### src/rtl/jmc_defines.vh
// constants shared by the scan channel files
`ifndef JMC_DEFINES_VH
`define JMC_DEFINES_VH

// ----------------------------------------------------------------
// channel, commands and reply codes
// ----------------------------------------------------------------
`define JMC_CHAN 8'h13
`define JMC_CMD_W_CTRL 8'h80
`define JMC_CMD_R_CTRL 8'h81
`define JMC_CMD_W_DIV 8'h90
`define JMC_CMD_R_DIV 8'h91
`define JMC_CMD_GO_AUTO 8'ha2
`define JMC_CMD_GO_MAN 8'hb0
`define JMC_CMD_SLV_RST 8'hc0
`define JMC_SUB_WRITE 4'h0
`define JMC_SUB_READ 4'h1
`define JMC_ERR_NONE 8'h00
`define JMC_ERR_BUSY 8'h04
`define JMC_ERR_CHAN 8'h08
`define JMC_ERR_CMD 8'h10
`define JMC_LEN_SHORT 8'h02
`define JMC_LEN_DATA 8'h06

// ----------------------------------------------------------------
// control field layout and reset values
// ----------------------------------------------------------------
`define JMC_CTRL_LEN_HI 6
`define JMC_CTRL_BUSY 8
`define JMC_CTRL_SMP_EDGE 9
`define JMC_CTRL_LNCH_EDGE 10
`define JMC_CTRL_LSBF 11
`define JMC_CTRL_IDLE_INV 14
`define JMC_CTRL_RST 16'h1000
`define JMC_DIV_RST 16'h0000
`define JMC_FULL_LEN 8'h80

// ----------------------------------------------------------------
// timing
// ----------------------------------------------------------------
`define JMC_CLK_HZ 32'd10000000
`define JMC_CLK_PERIOD_NS 32'd100
`define JMC_TCK_BASE_HZ 32'd20000000
`define JMC_HALF_DEN ((32'd2 * `JMC_TCK_BASE_HZ) / `JMC_CLK_HZ)
`define JMC_SRST_UNIT_NS 32'd25

`endif

### src/rtl/jmc_top.v
// command-driven serial test-port master channel
//
// Notes on behaviour
// (RQ1) receive buffer holds captured bits after scan
// (RQ2) transmit and receive buffers share storage flops
// (RQ3) controller reads results before rewriting buffer
// (RQ4) auto start command begins the scan
// (RQ5) auto scan running: requests get busy error
// (RQ6) auto scan acknowledged only after completion
// (RQ7) manual start acknowledges first, keeps serving
// (RQ8) control bit 8 busy during manual scan
// (RQ9) controller avoids writes while busy flag set
// (RQ10) reset command pulses slave reset, length-scaled
// (RQ11) replies echo channel and transaction, carry error
// (RQ12) control and divider 16-bit write and read
// (RQ13) serial-out buffer written as four words
// (RQ14) receive buffer read as four words
// (RQ15) mode-select buffer written and read as words
// (RQ16) length field, zero means full 128 bits
// (RQ17) test clock from divider value
// (RQ18) sample edge, launch edge, order, idle level
// (RQ19) one bit per clock period, stop idle
`include "jmc_defines.vh"

module jmc_top #(
  parameter BUF_BITS = 128,
  parameter FIFO_DEPTH = 32,
  parameter FIFO_AW = 5
) (
  input wire clk,
  input wire sys_rst,
  input wire req_valid,
  output wire req_ready,
  input wire [7:0] req_chan,
  input wire [7:0] req_trn,
  input wire [7:0] req_cmd,
  input wire [31:0] req_data,
  output reg rep_valid_ff,
  input wire rep_ready,
  output reg [7:0] rep_chan_ff,
  output reg [7:0] rep_trn_ff,
  output reg [7:0] rep_len_ff,
  output reg [7:0] rep_err_ff,
  output reg [31:0] rep_data_ff,
  output reg tck_ff,
  output reg tms_ff,
  output reg tdo_ff,
  input wire tdi,
  output reg slave_reset_out_ff,
  output reg busy_ff
);

  // ----------------------------------------------------------------
  // helpers
  // ----------------------------------------------------------------
  localparam ST_IDLE = 1'b0;
  localparam ST_SCAN = 1'b1;

  // word index of a buffer command: upper nibble low two bits
  function [1:0] word_sel;
    input [7:0] cmd;
    begin
      word_sel = cmd[5:4];
    end
  endfunction

  // true for a buffer access of the given sub-code, serial-out or mode-select
  function is_buf_cmd;
    input [7:0] cmd;
    input [3:0] sub;
    begin
      is_buf_cmd = (cmd[7] == 1'b0) && (cmd[3:0] == sub);
    end
  endfunction

  // ----------------------------------------------------------------
  // request fifo
  // ----------------------------------------------------------------
  wire f_valid;
  wire f_ready;
  wire [55:0] f_data;

  jmc_fifo #(
    .WIDTH(56),
    .DEPTH(FIFO_DEPTH),
    .AW(FIFO_AW)
  ) u_fifo (
    .clk(clk),
    .sys_rst(sys_rst),
    .in_valid(req_valid),
    .in_ready(req_ready),
    .in_data({req_chan, req_trn, req_cmd, req_data}),
    .out_valid(f_valid),
    .out_ready(f_ready),
    .out_data(f_data)
  );

  wire [7:0] c_chan = f_data[55:48];
  wire [7:0] c_trn = f_data[47:40];
  wire [7:0] c_cmd = f_data[39:32];
  wire [31:0] c_data = f_data[31:0];

  // ----------------------------------------------------------------
  // state
  // ----------------------------------------------------------------
  reg [15:0] ctrl_ff;
  reg [15:0] div_ff;
  reg [BUF_BITS-1:0] data_buf_ff;
  reg [BUF_BITS-1:0] tms_buf_ff;
  reg st_ff;
  reg auto_ff;
  reg ack_pend_ff;
  reg [7:0] go_trn_ff;
  reg [6:0] pos_ff;
  reg [7:0] left_ff;
  reg sampled_ff;
  reg phase_ff;
  reg [15:0] half_cnt_ff;
  reg [7:0] srst_cnt_ff;

  wire [6:0] scan_length = ctrl_ff[`JMC_CTRL_LEN_HI:0];
  // a zero length field stands for the full buffer
  wire [7:0] nbits = (scan_length == 7'h00) ? `JMC_FULL_LEN : {1'b0, scan_length}; // RQ16
  wire sample_edge_sel = ctrl_ff[`JMC_CTRL_SMP_EDGE];
  wire launch_edge_sel = ctrl_ff[`JMC_CTRL_LNCH_EDGE];
  wire lsb_first = ctrl_ff[`JMC_CTRL_LSBF];
  wire clock_idle_invert = ctrl_ff[`JMC_CTRL_IDLE_INV];
  wire idle_lvl = ~clock_idle_invert; // RQ18

  // half period rounds up; at this system clock the fastest rate is a quarter of nominal
  wire [31:0] half_w = ({16'h0000, div_ff} + 32'd1 + `JMC_HALF_DEN - 32'd1) / `JMC_HALF_DEN; // RQ17
  wire [15:0] half_cyc = (half_w[15:0] == 16'h0000) ? 16'h0001 : half_w[15:0];
  wire [31:0] srst_w = ({25'd0, scan_length} * `JMC_SRST_UNIT_NS + `JMC_CLK_PERIOD_NS - 32'd1)
                       / `JMC_CLK_PERIOD_NS; // RQ10
  wire [7:0] srst_cyc = (srst_w[7:0] == 8'h00) ? 8'h01 : srst_w[7:0];

  wire [6:0] start_pos = lsb_first ? 7'h00 : nbits[6:0] - 7'h01; // RQ18
  wire [6:0] step_pos = lsb_first ? pos_ff + 7'h01 : pos_ff - 7'h01;

  // ----------------------------------------------------------------
  // clock edge classification during a scan
  // ----------------------------------------------------------------
  wire tog = (st_ff == ST_SCAN) && (half_cnt_ff == 16'h0000);
  wire nt = ~tck_ff;
  wire is_sample = tog && (nt ^ sample_edge_sel); // RQ18
  wire is_launch = tog && (nt ^ launch_edge_sel); // RQ18
  wire do_sample = is_sample && !sampled_ff;
  wire [7:0] left_after = do_sample ? left_ff - 8'h01 : left_ff;
  wire do_launch = is_launch && (sampled_ff || is_sample) && (left_after != 8'h00);
  wire scan_done = tog && phase_ff && (left_after == 8'h00); // RQ19

  // one command per free reply slot; the delayed auto acknowledge goes first
  wire take = f_valid && !rep_valid_ff && !ack_pend_ff;
  assign f_ready = take;

  // ----------------------------------------------------------------
  // scan engine, buffers and command execution
  // ----------------------------------------------------------------
  always @(posedge clk) begin
    if (sys_rst) begin
      ctrl_ff <= `JMC_CTRL_RST;
      div_ff <= `JMC_DIV_RST;
      data_buf_ff <= {BUF_BITS{1'b0}};
      tms_buf_ff <= {BUF_BITS{1'b0}};
      st_ff <= ST_IDLE;
      auto_ff <= 1'b0;
      ack_pend_ff <= 1'b0;
      go_trn_ff <= 8'h00;
      pos_ff <= 7'h00;
      left_ff <= 8'h00;
      sampled_ff <= 1'b0;
      phase_ff <= 1'b0;
      half_cnt_ff <= 16'h0000;
      srst_cnt_ff <= 8'h00;
      busy_ff <= 1'b0;
      tck_ff <= 1'b1;
      tms_ff <= 1'b0;
      tdo_ff <= 1'b0;
      slave_reset_out_ff <= 1'b0;
      rep_valid_ff <= 1'b0;
      rep_chan_ff <= 8'h00;
      rep_trn_ff <= 8'h00;
      rep_len_ff <= 8'h00;
      rep_err_ff <= 8'h00;
      rep_data_ff <= 32'h00000000;
    end else begin
      // ---- reply slot
      if (rep_valid_ff && rep_ready) begin
        rep_valid_ff <= 1'b0;
      end
      if (ack_pend_ff && !rep_valid_ff) begin
        rep_valid_ff <= 1'b1; // RQ6
        rep_chan_ff <= `JMC_CHAN;
        rep_trn_ff <= go_trn_ff;
        rep_len_ff <= `JMC_LEN_SHORT;
        rep_err_ff <= `JMC_ERR_NONE;
        rep_data_ff <= 32'h00000000;
        ack_pend_ff <= 1'b0;
      end

      // ---- slave reset pulse
      if (srst_cnt_ff != 8'h00) begin
        srst_cnt_ff <= srst_cnt_ff - 8'h01;
        slave_reset_out_ff <= (srst_cnt_ff != 8'h01);
      end

      // ---- scan clocking
      if (st_ff == ST_IDLE) begin
        tck_ff <= idle_lvl; // RQ18
      end else if (tog) begin
        tck_ff <= nt;
        phase_ff <= ~phase_ff;
        half_cnt_ff <= half_cyc - 16'h0001; // RQ17
        if (do_sample) begin
          data_buf_ff[pos_ff] <= tdi; // RQ2
          sampled_ff <= 1'b1;
          left_ff <= left_after;
        end
        if (do_launch) begin
          pos_ff <= step_pos; // RQ19
          tdo_ff <= data_buf_ff[step_pos];
          tms_ff <= tms_buf_ff[step_pos];
          sampled_ff <= 1'b0;
        end
        if (scan_done) begin
          st_ff <= ST_IDLE; // RQ1
          busy_ff <= 1'b0; // RQ8
          auto_ff <= 1'b0;
          if (auto_ff) begin
            ack_pend_ff <= 1'b1; // RQ6
          end
        end
      end else begin
        half_cnt_ff <= half_cnt_ff - 16'h0001;
      end

      // ---- command execution
      if (take) begin
        rep_valid_ff <= 1'b1;
        rep_chan_ff <= c_chan; // RQ11
        rep_trn_ff <= c_trn; // RQ11
        rep_len_ff <= `JMC_LEN_SHORT;
        rep_err_ff <= `JMC_ERR_NONE;
        rep_data_ff <= 32'h00000000;
        if (c_chan != `JMC_CHAN) begin
          rep_err_ff <= `JMC_ERR_CHAN;
        end else if ((st_ff == ST_SCAN) && auto_ff) begin
          rep_err_ff <= `JMC_ERR_BUSY; // RQ5
        end else if (c_cmd == `JMC_CMD_W_CTRL) begin
          ctrl_ff <= {c_data[15:9], 1'b0, c_data[7:0]}; // RQ12
        end else if (c_cmd == `JMC_CMD_R_CTRL) begin
          rep_len_ff <= `JMC_LEN_DATA;
          rep_data_ff <= {16'h0000, ctrl_ff[15:9], busy_ff, ctrl_ff[7:0]}; // RQ8
        end else if (c_cmd == `JMC_CMD_W_DIV) begin
          div_ff <= c_data[15:0]; // RQ12
        end else if (c_cmd == `JMC_CMD_R_DIV) begin
          rep_len_ff <= `JMC_LEN_DATA;
          rep_data_ff <= {16'h0000, div_ff}; // RQ12
        end else if ((c_cmd == `JMC_CMD_GO_AUTO) || (c_cmd == `JMC_CMD_GO_MAN)) begin
          if (st_ff == ST_SCAN) begin
            rep_err_ff <= `JMC_ERR_BUSY;
          end else begin
            st_ff <= ST_SCAN; // RQ4
            busy_ff <= 1'b1; // RQ8
            pos_ff <= start_pos;
            left_ff <= nbits;
            sampled_ff <= 1'b0;
            phase_ff <= 1'b0;
            half_cnt_ff <= half_cyc - 16'h0001;
            tck_ff <= idle_lvl;
            tdo_ff <= data_buf_ff[start_pos];
            tms_ff <= tms_buf_ff[start_pos];
            if (c_cmd == `JMC_CMD_GO_AUTO) begin
              // acknowledge withheld until the scan ends
              auto_ff <= 1'b1; // RQ6
              go_trn_ff <= c_trn;
              rep_valid_ff <= 1'b0;
            end else begin
              auto_ff <= 1'b0; // RQ7
            end
          end
        end else if (c_cmd == `JMC_CMD_SLV_RST) begin
          srst_cnt_ff <= srst_cyc; // RQ10
          slave_reset_out_ff <= 1'b1;
        end else if (is_buf_cmd(c_cmd, `JMC_SUB_WRITE)) begin
          // a serial-out write lands on captured bits; results must be read first
          if (c_cmd[6]) begin
            tms_buf_ff[{word_sel(c_cmd), 5'b00000} +: 32] <= c_data; // RQ15
          end else begin
            data_buf_ff[{word_sel(c_cmd), 5'b00000} +: 32] <= c_data; // RQ13
          end
        end else if (is_buf_cmd(c_cmd, `JMC_SUB_READ)) begin
          rep_len_ff <= `JMC_LEN_DATA;
          if (c_cmd[6]) begin
            rep_data_ff <= tms_buf_ff[{word_sel(c_cmd), 5'b00000} +: 32]; // RQ15
          end else begin
            rep_data_ff <= data_buf_ff[{word_sel(c_cmd), 5'b00000} +: 32]; // RQ14
          end
        end else begin
          rep_err_ff <= `JMC_ERR_CMD;
        end
      end
    end
  end

endmodule // jmc_top

### src/rtl/jmc_fifo.v
// request fifo with registered read data and registered flags
module jmc_fifo #(
  parameter WIDTH = 56,
  parameter DEPTH = 32,
  parameter AW = 5
) (
  input wire clk,
  input wire sys_rst,
  input wire in_valid,
  output wire in_ready,
  input wire [WIDTH-1:0] in_data,
  output wire out_valid,
  input wire out_ready,
  output wire [WIDTH-1:0] out_data
);

  reg [WIDTH-1:0] mem [0:DEPTH-1];
  reg [AW-1:0] wr_ptr_ff;
  reg [AW-1:0] rd_ptr_ff;
  reg [AW:0] cnt_ff;
  reg full_ff;
  reg [WIDTH-1:0] dout_ff;
  reg dvalid_ff;

  wire push = in_valid && !full_ff;
  // the output register refills whenever it empties or is being drained
  wire pop = (cnt_ff != {(AW+1){1'b0}}) && (!dvalid_ff || out_ready);
  wire [AW:0] nxt_cnt = cnt_ff + {{AW{1'b0}}, push} - {{AW{1'b0}}, pop};

  assign in_ready = !full_ff;
  assign out_valid = dvalid_ff;
  assign out_data = dout_ff;

  always @(posedge clk) begin
    if (push) begin
      mem[wr_ptr_ff] <= in_data;
    end
  end

  always @(posedge clk) begin
    if (sys_rst) begin
      wr_ptr_ff <= {AW{1'b0}};
      rd_ptr_ff <= {AW{1'b0}};
      cnt_ff <= {(AW+1){1'b0}};
      full_ff <= 1'b0;
      dout_ff <= {WIDTH{1'b0}};
      dvalid_ff <= 1'b0;
    end else begin
      cnt_ff <= nxt_cnt;
      full_ff <= (nxt_cnt == DEPTH[AW:0]);
      if (push) begin
        wr_ptr_ff <= wr_ptr_ff + {{(AW-1){1'b0}}, 1'b1};
      end
      if (pop) begin
        dout_ff <= mem[rd_ptr_ff];
        rd_ptr_ff <= rd_ptr_ff + {{(AW-1){1'b0}}, 1'b1};
        dvalid_ff <= 1'b1;
      end else if (out_ready) begin
        dvalid_ff <= 1'b0;
      end
    end
  end

endmodule // jmc_fifo

### config.mk
export PLATFORM = sky130hd
export DESIGN_NAME = jmc_top
export DESIGN_NICKNAME = d
export VERILOG_FILES = /design/src/rtl/jmc_top.v /design/src/rtl/jmc_fifo.v
export VERILOG_INCLUDE_DIRS = /design/src /design/src/rtl
export SDC_FILE = /design/constraint.sdc
export NUM_CORES = 2
export LEC_CHECK = 0
export ABC_AREA = 0
export BUFFER_PORTS_ARGS = -buffer_cell sky130_fd_sc_hd__buf_2
export CAP_MARGIN = 20
export CORE_UTILIZATION = 55
export DETAILED_ROUTE_END_ITERATION = 6
export GPL_ROUTABILITY_DRIVEN = 0
export GPL_TIMING_DRIVEN = 0
export HOLD_SLACK_MARGIN = 0.06
export PLACE_DENSITY_LB_ADDON = 0.25
export REMOVE_ABC_BUFFERS = 1
export SYNTH_ARGS = -nofsm -noshare
export SYNTH_HDL_FRONTEND = slang
export SYNTH_SLANG_ARGS = --single-unit
### constraint.sdc
create_clock -name clk -period 7.4 [get_ports clk]
set_input_delay 0.74 -clock clk [delete_from_list [all_inputs] [get_ports clk]]
set_output_delay 0.74 -clock clk [all_outputs]
set_load 0.02 [all_outputs]
Word-level counts from Yosys, hierarchy flattened. Memories as Yosys holds them, arrays and structs flattened. A register that Yosys moved wholly into a read port is not among the register bits. Index checks and enable logic that the tools add are counted.

Eq/ne operators: 11. Divide/modulo/power cells: 1. Order comparisons: 4. Bitwise operators: 15. Shift-type cells: 4. Reductions and logical operators: 42. Multiplexer cells: 248. Add/sub/neg operators: 17. $mul: 1.

Operator list (count): $mux W128 (15); $mux W32 (13); $bwmux W128 (3); $mux W8 (40); $shiftx A128 B8 Y32 (2); $mux W16 (12); $mux W1 (132); $shift A32 B9 Y128 const A (1); $shiftx A32 B9 Y128 (1); $mux W7 (14); $eq A8 B8 Y1 const B (7); $mux W3 (11); $div A32 B7 Y32 const B (1); $logic_not A16 Y1 (2); $sub A16 B1 Y16 const B (2); $bmux W1 S7 (4); $lt A7 B8 Y1 const B (3); $add A17 B3 Y18 const B (1); $logic_and A1 B1 Y1 (18); $sub A18 B1 Y18 const B (1); $add A16 B1 Y17 const B (1); $logic_not A8 Y1 (2); $reduce_bool A8 Y1 (2); $sub A8 B1 Y8 const B (2); 29 further kinds (53).

Output and inout bits: 71. Memory bits (writable): 1792. Logic and storage cells: 374. Flip-flop bits (word level): 427. Memories kept: 1. Input bits: 61.

Memories: u_fifo.mem (words 32, width 56, rd ports 1, clocked after Yosys merged registers in 1, write ports 1, RTL line jmc_fifo.v:17) `reg [WIDTH-1:0] mem [0:DEPTH-1];`.

Logic depth before layout (Yosys ltp).
Word-level depth: 21. Gate-level depth with buffers: 33. Depth with buffers taken out: 29.

By module. From an unflattened synthesis, not the netlist that was laid out.

Cells, all modules: 6515. Area, all modules: 97852.6 sq um.

By module, submodules not included: jmc_fifo (sequential area each 55293.0 sq um, times used 1, cells each 3205, area each 70448.8 sq um); jmc_top (sequential area each 7967.6 sq um, times used 1, cells each 3310, area each 27403.8 sq um).

Least setup slack after synthesis. Ideal clock, no wire load.

Path type: reg2reg. From: reg ctrl_ff[2]. To: reg srst_cnt_ff[0]. Period minus slack after synthesis: 7083 ps. Arrival time: 7002 ps. Library setup time: 81 ps. Path buffers: 4. Slack: 317 ps. Cell stages (with the launch flop): 34. Data required time: 7319 ps. Path through: dfxtp_1 > clkbuf_1 > inv_1 > ha_1 > fa_1 > inv_1 > ha_1 > ha_1 > buf_6 > a21o_1 > a2111oi_4 > o221a_2 > and3_1 > buf_4 > nor2_1 > ha_1 > nor2b_1 > nand2b_1 > mux2i_1 > mux2_2 > a32oi_1 > o21ai_1 > or2_2 > a32o_1 > buf_4 > o32ai_2 > xnor2_2 > nor2_1 > o311ai_4 > nand2_4 > maj3_2 > a2111oi_2 > mux2i_1 > a41oi_1.

Cells in the longest elaborated chain, start to end: 15.

Ends and longest elaborated chain: start, declared (RTL line jmc_top.v:106) `reg [15:0] ctrl_ff;`; start signal, assigned (RTL line jmc_top.v:161) `` ctrl_ff <= `JMC_CTRL_RST; ``; start signal, assigned (RTL line jmc_top.v:250) `ctrl_ff <= {c_data[15:9], 1'b0, c_data[7:0]};`; $mul A7 B5 Y12 (no source line) *; $add A12 B7 Y13 (no source line) *; $sub A13 B1 Y14 * (RTL line jmc_top.v:133) `` wire [31:0] srst_w = ({25'd0, scan_length} * `JMC_SRST_UNIT_NS + `JMC_CLK_PERIOD_NS - 32'd1) ``; $div A32 B7 Y32 (no source line) *; $logic_not A8 Y1 (RTL line jmc_top.v:135) `wire [7:0] srst_cyc = (srst_w[7:0] == 8'h00) ? 8'h01 : srst_w[7:0];`; $mux W8 * (RTL line jmc_top.v:135); $mux W8 * (RTL line jmc_top.v:282) `` end else if (c_cmd == `JMC_CMD_SLV_RST) begin ``; $mux W8 * (RTL line jmc_top.v:259) `` end else if ((c_cmd == `JMC_CMD_GO_AUTO) || (c_cmd == `JMC_CMD_GO_MAN)) begin ``; $mux W8 * (RTL line jmc_top.v:256) `` end else if (c_cmd == `JMC_CMD_R_DIV) begin ``; $mux W8 * (RTL line jmc_top.v:254) `` end else if (c_cmd == `JMC_CMD_W_DIV) begin ``; $mux W8 * (RTL line jmc_top.v:251) `` end else if (c_cmd == `JMC_CMD_R_CTRL) begin ``; $mux W8 * (RTL line jmc_top.v:249) `` end else if (c_cmd == `JMC_CMD_W_CTRL) begin ``; $mux W8 * (RTL line jmc_top.v:247) `end else if ((st_ff == ST_SCAN) && auto_ff) begin`; $mux W8 * (RTL line jmc_top.v:245) `` if (c_chan != `JMC_CHAN) begin ``; $mux W8 * (RTL line jmc_top.v:238) `if (take) begin`; end signal, assigned (RTL line jmc_top.v:203) `srst_cnt_ff <= srst_cnt_ff - 8'h01;`; end signal, assigned (RTL line jmc_top.v:283) `srst_cnt_ff <= srst_cyc;`; end, declared (RTL line jmc_top.v:119) `reg [7:0] srst_cnt_ff;`.

Mark *: on every way between the ends. The rest lies on a longest branch, timed or not. A chain may end at the register's enable or synchronous reset.

Worst setup path in the final report.
From: reg ctrl_ff[1]. To: reg srst_cnt_ff[0].

Same word-level chain as after synthesis.

==> impl_metrics.env <==
export IMPL_grt_usage_pct=29.99
export IMPL_internal_power_w=0.02395
export IMPL_hold_depth=4
export IMPL_peakVddDrop_mv=0.2356
export IMPL_final_cell_mix="edfxtp_1, mux4_2, nand2_1"
export IMPL_min_to="rep_valid_ff$_SDFFE_PP0P_"
export IMPL_drive_above_1_share_pct=23.81
export IMPL_dp_hpwl_um=168000
export IMPL_period_share_pct=96.03
export IMPL_layout_commonest_cell="edfxtp_1"
export IMPL_combPwrFrac_pct=20.7
export IMPL_grt_pass1_wl_um=393300
export IMPL_post_synth_top_area_fraction_pct=55.06
export IMPL_drv_cap=0
export IMPL_cts_tree="done"
export IMPL_drc=33
export IMPL_clkPwrFrac_pct=34.4
export IMPL_ys_top_cells_by_area="edfxtp_1, mux4_2, dfxtp_1"
export IMPL_r2r_start="ctrl_ff[1]$_SDFFE_PP0P_"
export IMPL_overflow=0
export IMPL_p_seq_share_pct=44.9
export IMPL_stdcell_count=8823
export IMPL_crit_required_ns=8.14
export IMPL_dpl_worst_slack_ns=-0.5582
export IMPL_ys_ff_latch=2264
export IMPL_wl_met2_um=132600
export IMPL_hold_viol=0
export IMPL_yosys_warnings=0
export IMPL_drtIter0Drc=8208
export IMPL_cts_max_path_buffers=3
export IMPL_vias_per_cell=6.759
export IMPL_p_switching_w=0.009242
export IMPL_sw_frac_of_total_pct=27.85
export IMPL_violations="DRC"
export IMPL_row_count=154
export IMPL_cp_data_arrival_time_ns=7.84
export IMPL_worstMarginPinSlew_ns=1.160
export IMPL_wl_um=271200
export IMPL_path_delay_family="compound AO/OA/AOI/OAI gates"
export IMPL_routedWlPerCell_um=30.73
export IMPL_syn_area_um2=97730
export IMPL_hp_start="rep_ready"
export IMPL_crit_cells=29
export IMPL_ctsHoldBuffers=0
export IMPL_max_slew_margin_rel_pct=22.68
export IMPL_initial_core_util_pct=55.43
export IMPL_finalInstanceArea_um2=111200
export IMPL_worstPathMaxFanout=8
export IMPL_numCtsBuffers=217
export IMPL_dieWidth_um=423.5
export IMPL_clk_pin_slew_worst_paths_ns=0.07
export IMPL_critPathMaxStageDelay_ns=0.50
export IMPL_synth_cells=6239
export IMPL_fp_dieH_um=423.5
export IMPL_synthDistinctLibCells=98
export IMPL_hp_class="input pin to register"
export IMPL_routed_wl_met3_um=24980
export IMPL_design_core_area_um2=176300
export IMPL_final_antenna_net_count=0
export IMPL_setup_viol=0
export IMPL_vias=59632
export IMPL_drv_slew=0
export IMPL_crit_type="register to register"
export IMPL_seq_area_frac_synth_pct=64.73
export IMPL_clock_root_buffer="clkbuf_16"
export IMPL_wl_met1_um=100700
export IMPL_ios=132
export IMPL_cp_num_buf_inv=2
export IMPL_grt_pass1_vias=57886
export IMPL_grt_max_degree=145
export IMPL_n_fill_cell=12208
export IMPL_crit_path_start_kind="register"
export IMPL_period_needed_ns=7.106
export IMPL_worst_r2r_path_depth=29
export IMPL_hold_slack_ns=0.1870
export IMPL_skew_ns=0.06665
export IMPL_highest_layer="met5"
export IMPL_fin_setup_tns_ns=0
export IMPL_setup_ws_ns=0.2940
export IMPL_worstSkewPairLatency_ns=0.87
export IMPL_slowest_stage="fa_1"
export IMPL_syn_area_per_cell_um2=15.66
export IMPL_synth_edf_count=1792
export IMPL_nNetsFinal=6419
export IMPL_antenna_found_initial=25
export IMPL_synthFlopType="edfxtp_1"
export IMPL_dpl_cell_count=8395
export IMPL_end_kind="register"
export IMPL_clock_sinks=2264
export IMPL_port_buffers=120
export IMPL_dr_pass1_iters=7
export IMPL_area_growth_pct=13.74
export IMPL_place_area_um2=103600
export IMPL_die_area_um2=179400
export IMPL_htreeDepth=4
export IMPL_rr_endpoint="srst_cnt_ff[0]$_SDFF_PP0_"
export IMPL_synth_top_cell_by_area="edfxtp_1"
export IMPL_status="finished with violations"
export IMPL_worst_r2r_setup_slack_ns=0.29
export IMPL_fmax_ghz=0.1407
export IMPL_power_density_nw_per_um2=298.6
export IMPL_p_leak_nw=34.98
export IMPL_async_flop_share_pct=0
power by group through the flow:
stage / clock (W) / combinational, W / sequential (W)
final: 0.0114 / 0.00688 / 0.0149
after global routing: 0.0120 / 0.00726 / 0.0149
after CTS: 0.0115 / 0.00688 / 0.0149
after detailed placement: 0 / 0.00680 / 0.0151
after global placement: 0 / 0.00530 / 0.0155
after floorplan: 0 / 0.00507 / 0.0152
sequential cells by signal, summed over array words and instances, names as in the netlist, 15 cells and up:
| register | flops |
|---|---|
| u_fifo.mem | 1792 |
| u_fifo.out_data | 56 |
| half_cnt_ff | 16 |
| tms_buf_ff | 128 |
| data_buf_ff | 128 |
| ctrl_ff | 15 |
| rep_data_ff | 32 |
| div_ff | 16 |
worst max-delay path by stage:
stage                                                  to                              from  slack (ns)
final                           srst_cnt_ff[0]$_SDFF_PP0_           ctrl_ff[1]$_SDFFE_PP0P_        0.29
after global routing            srst_cnt_ff[0]$_SDFF_PP0_           ctrl_ff[2]$_SDFFE_PP0P_       -0.02
after CTS                       srst_cnt_ff[0]$_SDFF_PP0_           ctrl_ff[2]$_SDFFE_PP0P_        0.05
after detailed placement        srst_cnt_ff[0]$_SDFF_PP0_           ctrl_ff[2]$_SDFFE_PP0P_       -0.56
after global placement    u_fifo.out_data[9]$_SDFFE_PP0P_  u_fifo.rd_ptr_ff[0]$_SDFFE_PP0P_      -21.58
after floorplan           u_fifo.out_data[0]$_SDFFE_PP0P_  u_fifo.rd_ptr_ff[0]$_SDFFE_PP0P_      -12.65
cell usage after synthesis, types with 14 or more instances:
| master | n |
|---|---|
| clkbuf_1 | 399 |
| a211oi_1 | 133 |
| ha_1 | 68 |
| nand4_1 | 14 |
| nand3_1 | 217 |
| dfxtp_1 | 472 |
| mux2i_1 | 168 |
| and3_1 | 17 |
| inv_1 | 54 |
| o22ai_1 | 60 |
| xnor2_1 | 40 |
| nand2_1 | 529 |
| a21oi_1 | 372 |
| nor2_1 | 399 |
| o21ai_0 | 122 |
| nor2b_1 | 26 |
| a22oi_1 | 42 |
| buf_4 | 15 |
| edfxtp_1 | 1792 |
| buf_1 | 80 |
| o211ai_1 | 29 |
| a311oi_1 | 98 |
| xor2_1 | 30 |
| nand2b_1 | 17 |
| mux2_2 | 37 |
| nor4_1 | 14 |
| mux4_2 | 721 |
| nor3_1 | 67 |
what timing repair did:
| item | CTS | global route |
|---|---|---|
| endpoints found under the setup margin | 2 | 2 |
| pin swaps | 3 | 5 |
| resized for setup | 6 | 14 |
| setup buffers | 3 | 4 |
through the flow:
stage / util (%) / power (W)
floorplan: - / 0.02030
global placement: 56.36 / 0.02083
detailed placement: 58.76 / 0.02193
CTS: 62.96 / 0.03329
global route: 63.05 / 0.03418
finish: 63.05 / 0.03319
worst register-to-register path, delay by kind of cell, from the launching register on:
family                   cells  cell delay (ns)
flip-flops                   1             0.38
XOR/XNOR                     1             0.19
AO/OA/AOI/OAI                8             2.19
AND/OR/NAND/NOR              8             1.39
multiplexers                 4             0.61
buffers and inverters        2             0.18
adder cells (fa/ha/maj)      6             2.11
kinds of logic (layout without fill, tap and decap cells):
| family | count (synthesis) | in the layout | synth area share (%) |
|---|---|---|---|
| AOI/OAI and AO/OA | 972 | 972 | 6.501 |
| xor gates and xnor gates | 72 | 72 | 0.6606 |
| adders and majority gates | 76 | 76 | 1.008 |
| buffers and inverters | 556 | 778 | 2.205 |
| DFF | 2264 | 2264 | 64.73 |
| muxes | 926 | 926 | 18.76 |
| other | 1 | 23 | 0.003837 |
| and+or+nand+nor | 1372 | 1372 | 6.131 |
routing by layer:
layer	vias up	track usage (%)
met4	14	13.15
met3	692	4.946
met5	-	0
li1	24847	-
met1	30437	40.06
met2	3642	48.88
area by class of cell:
cell class | count | area (um^2) | share of cell area, %
clock buffer | 313 | 6232 | 5.606
multi-input combinational | 3429 | 32800 | 29.51
sequential | 2264 | 63300 | 56.94
antenna | 12 | 30.03 | 0.02701
clock inverter | 92 | 1135 | 1.021
timing repair buffer | 315 | 4521 | 4.067
tap | 2340 | 2928 | 2.634
inverter | 58 | 217.7 | 0.1958
Note: power is estimated with default switching activity, not from simulation.
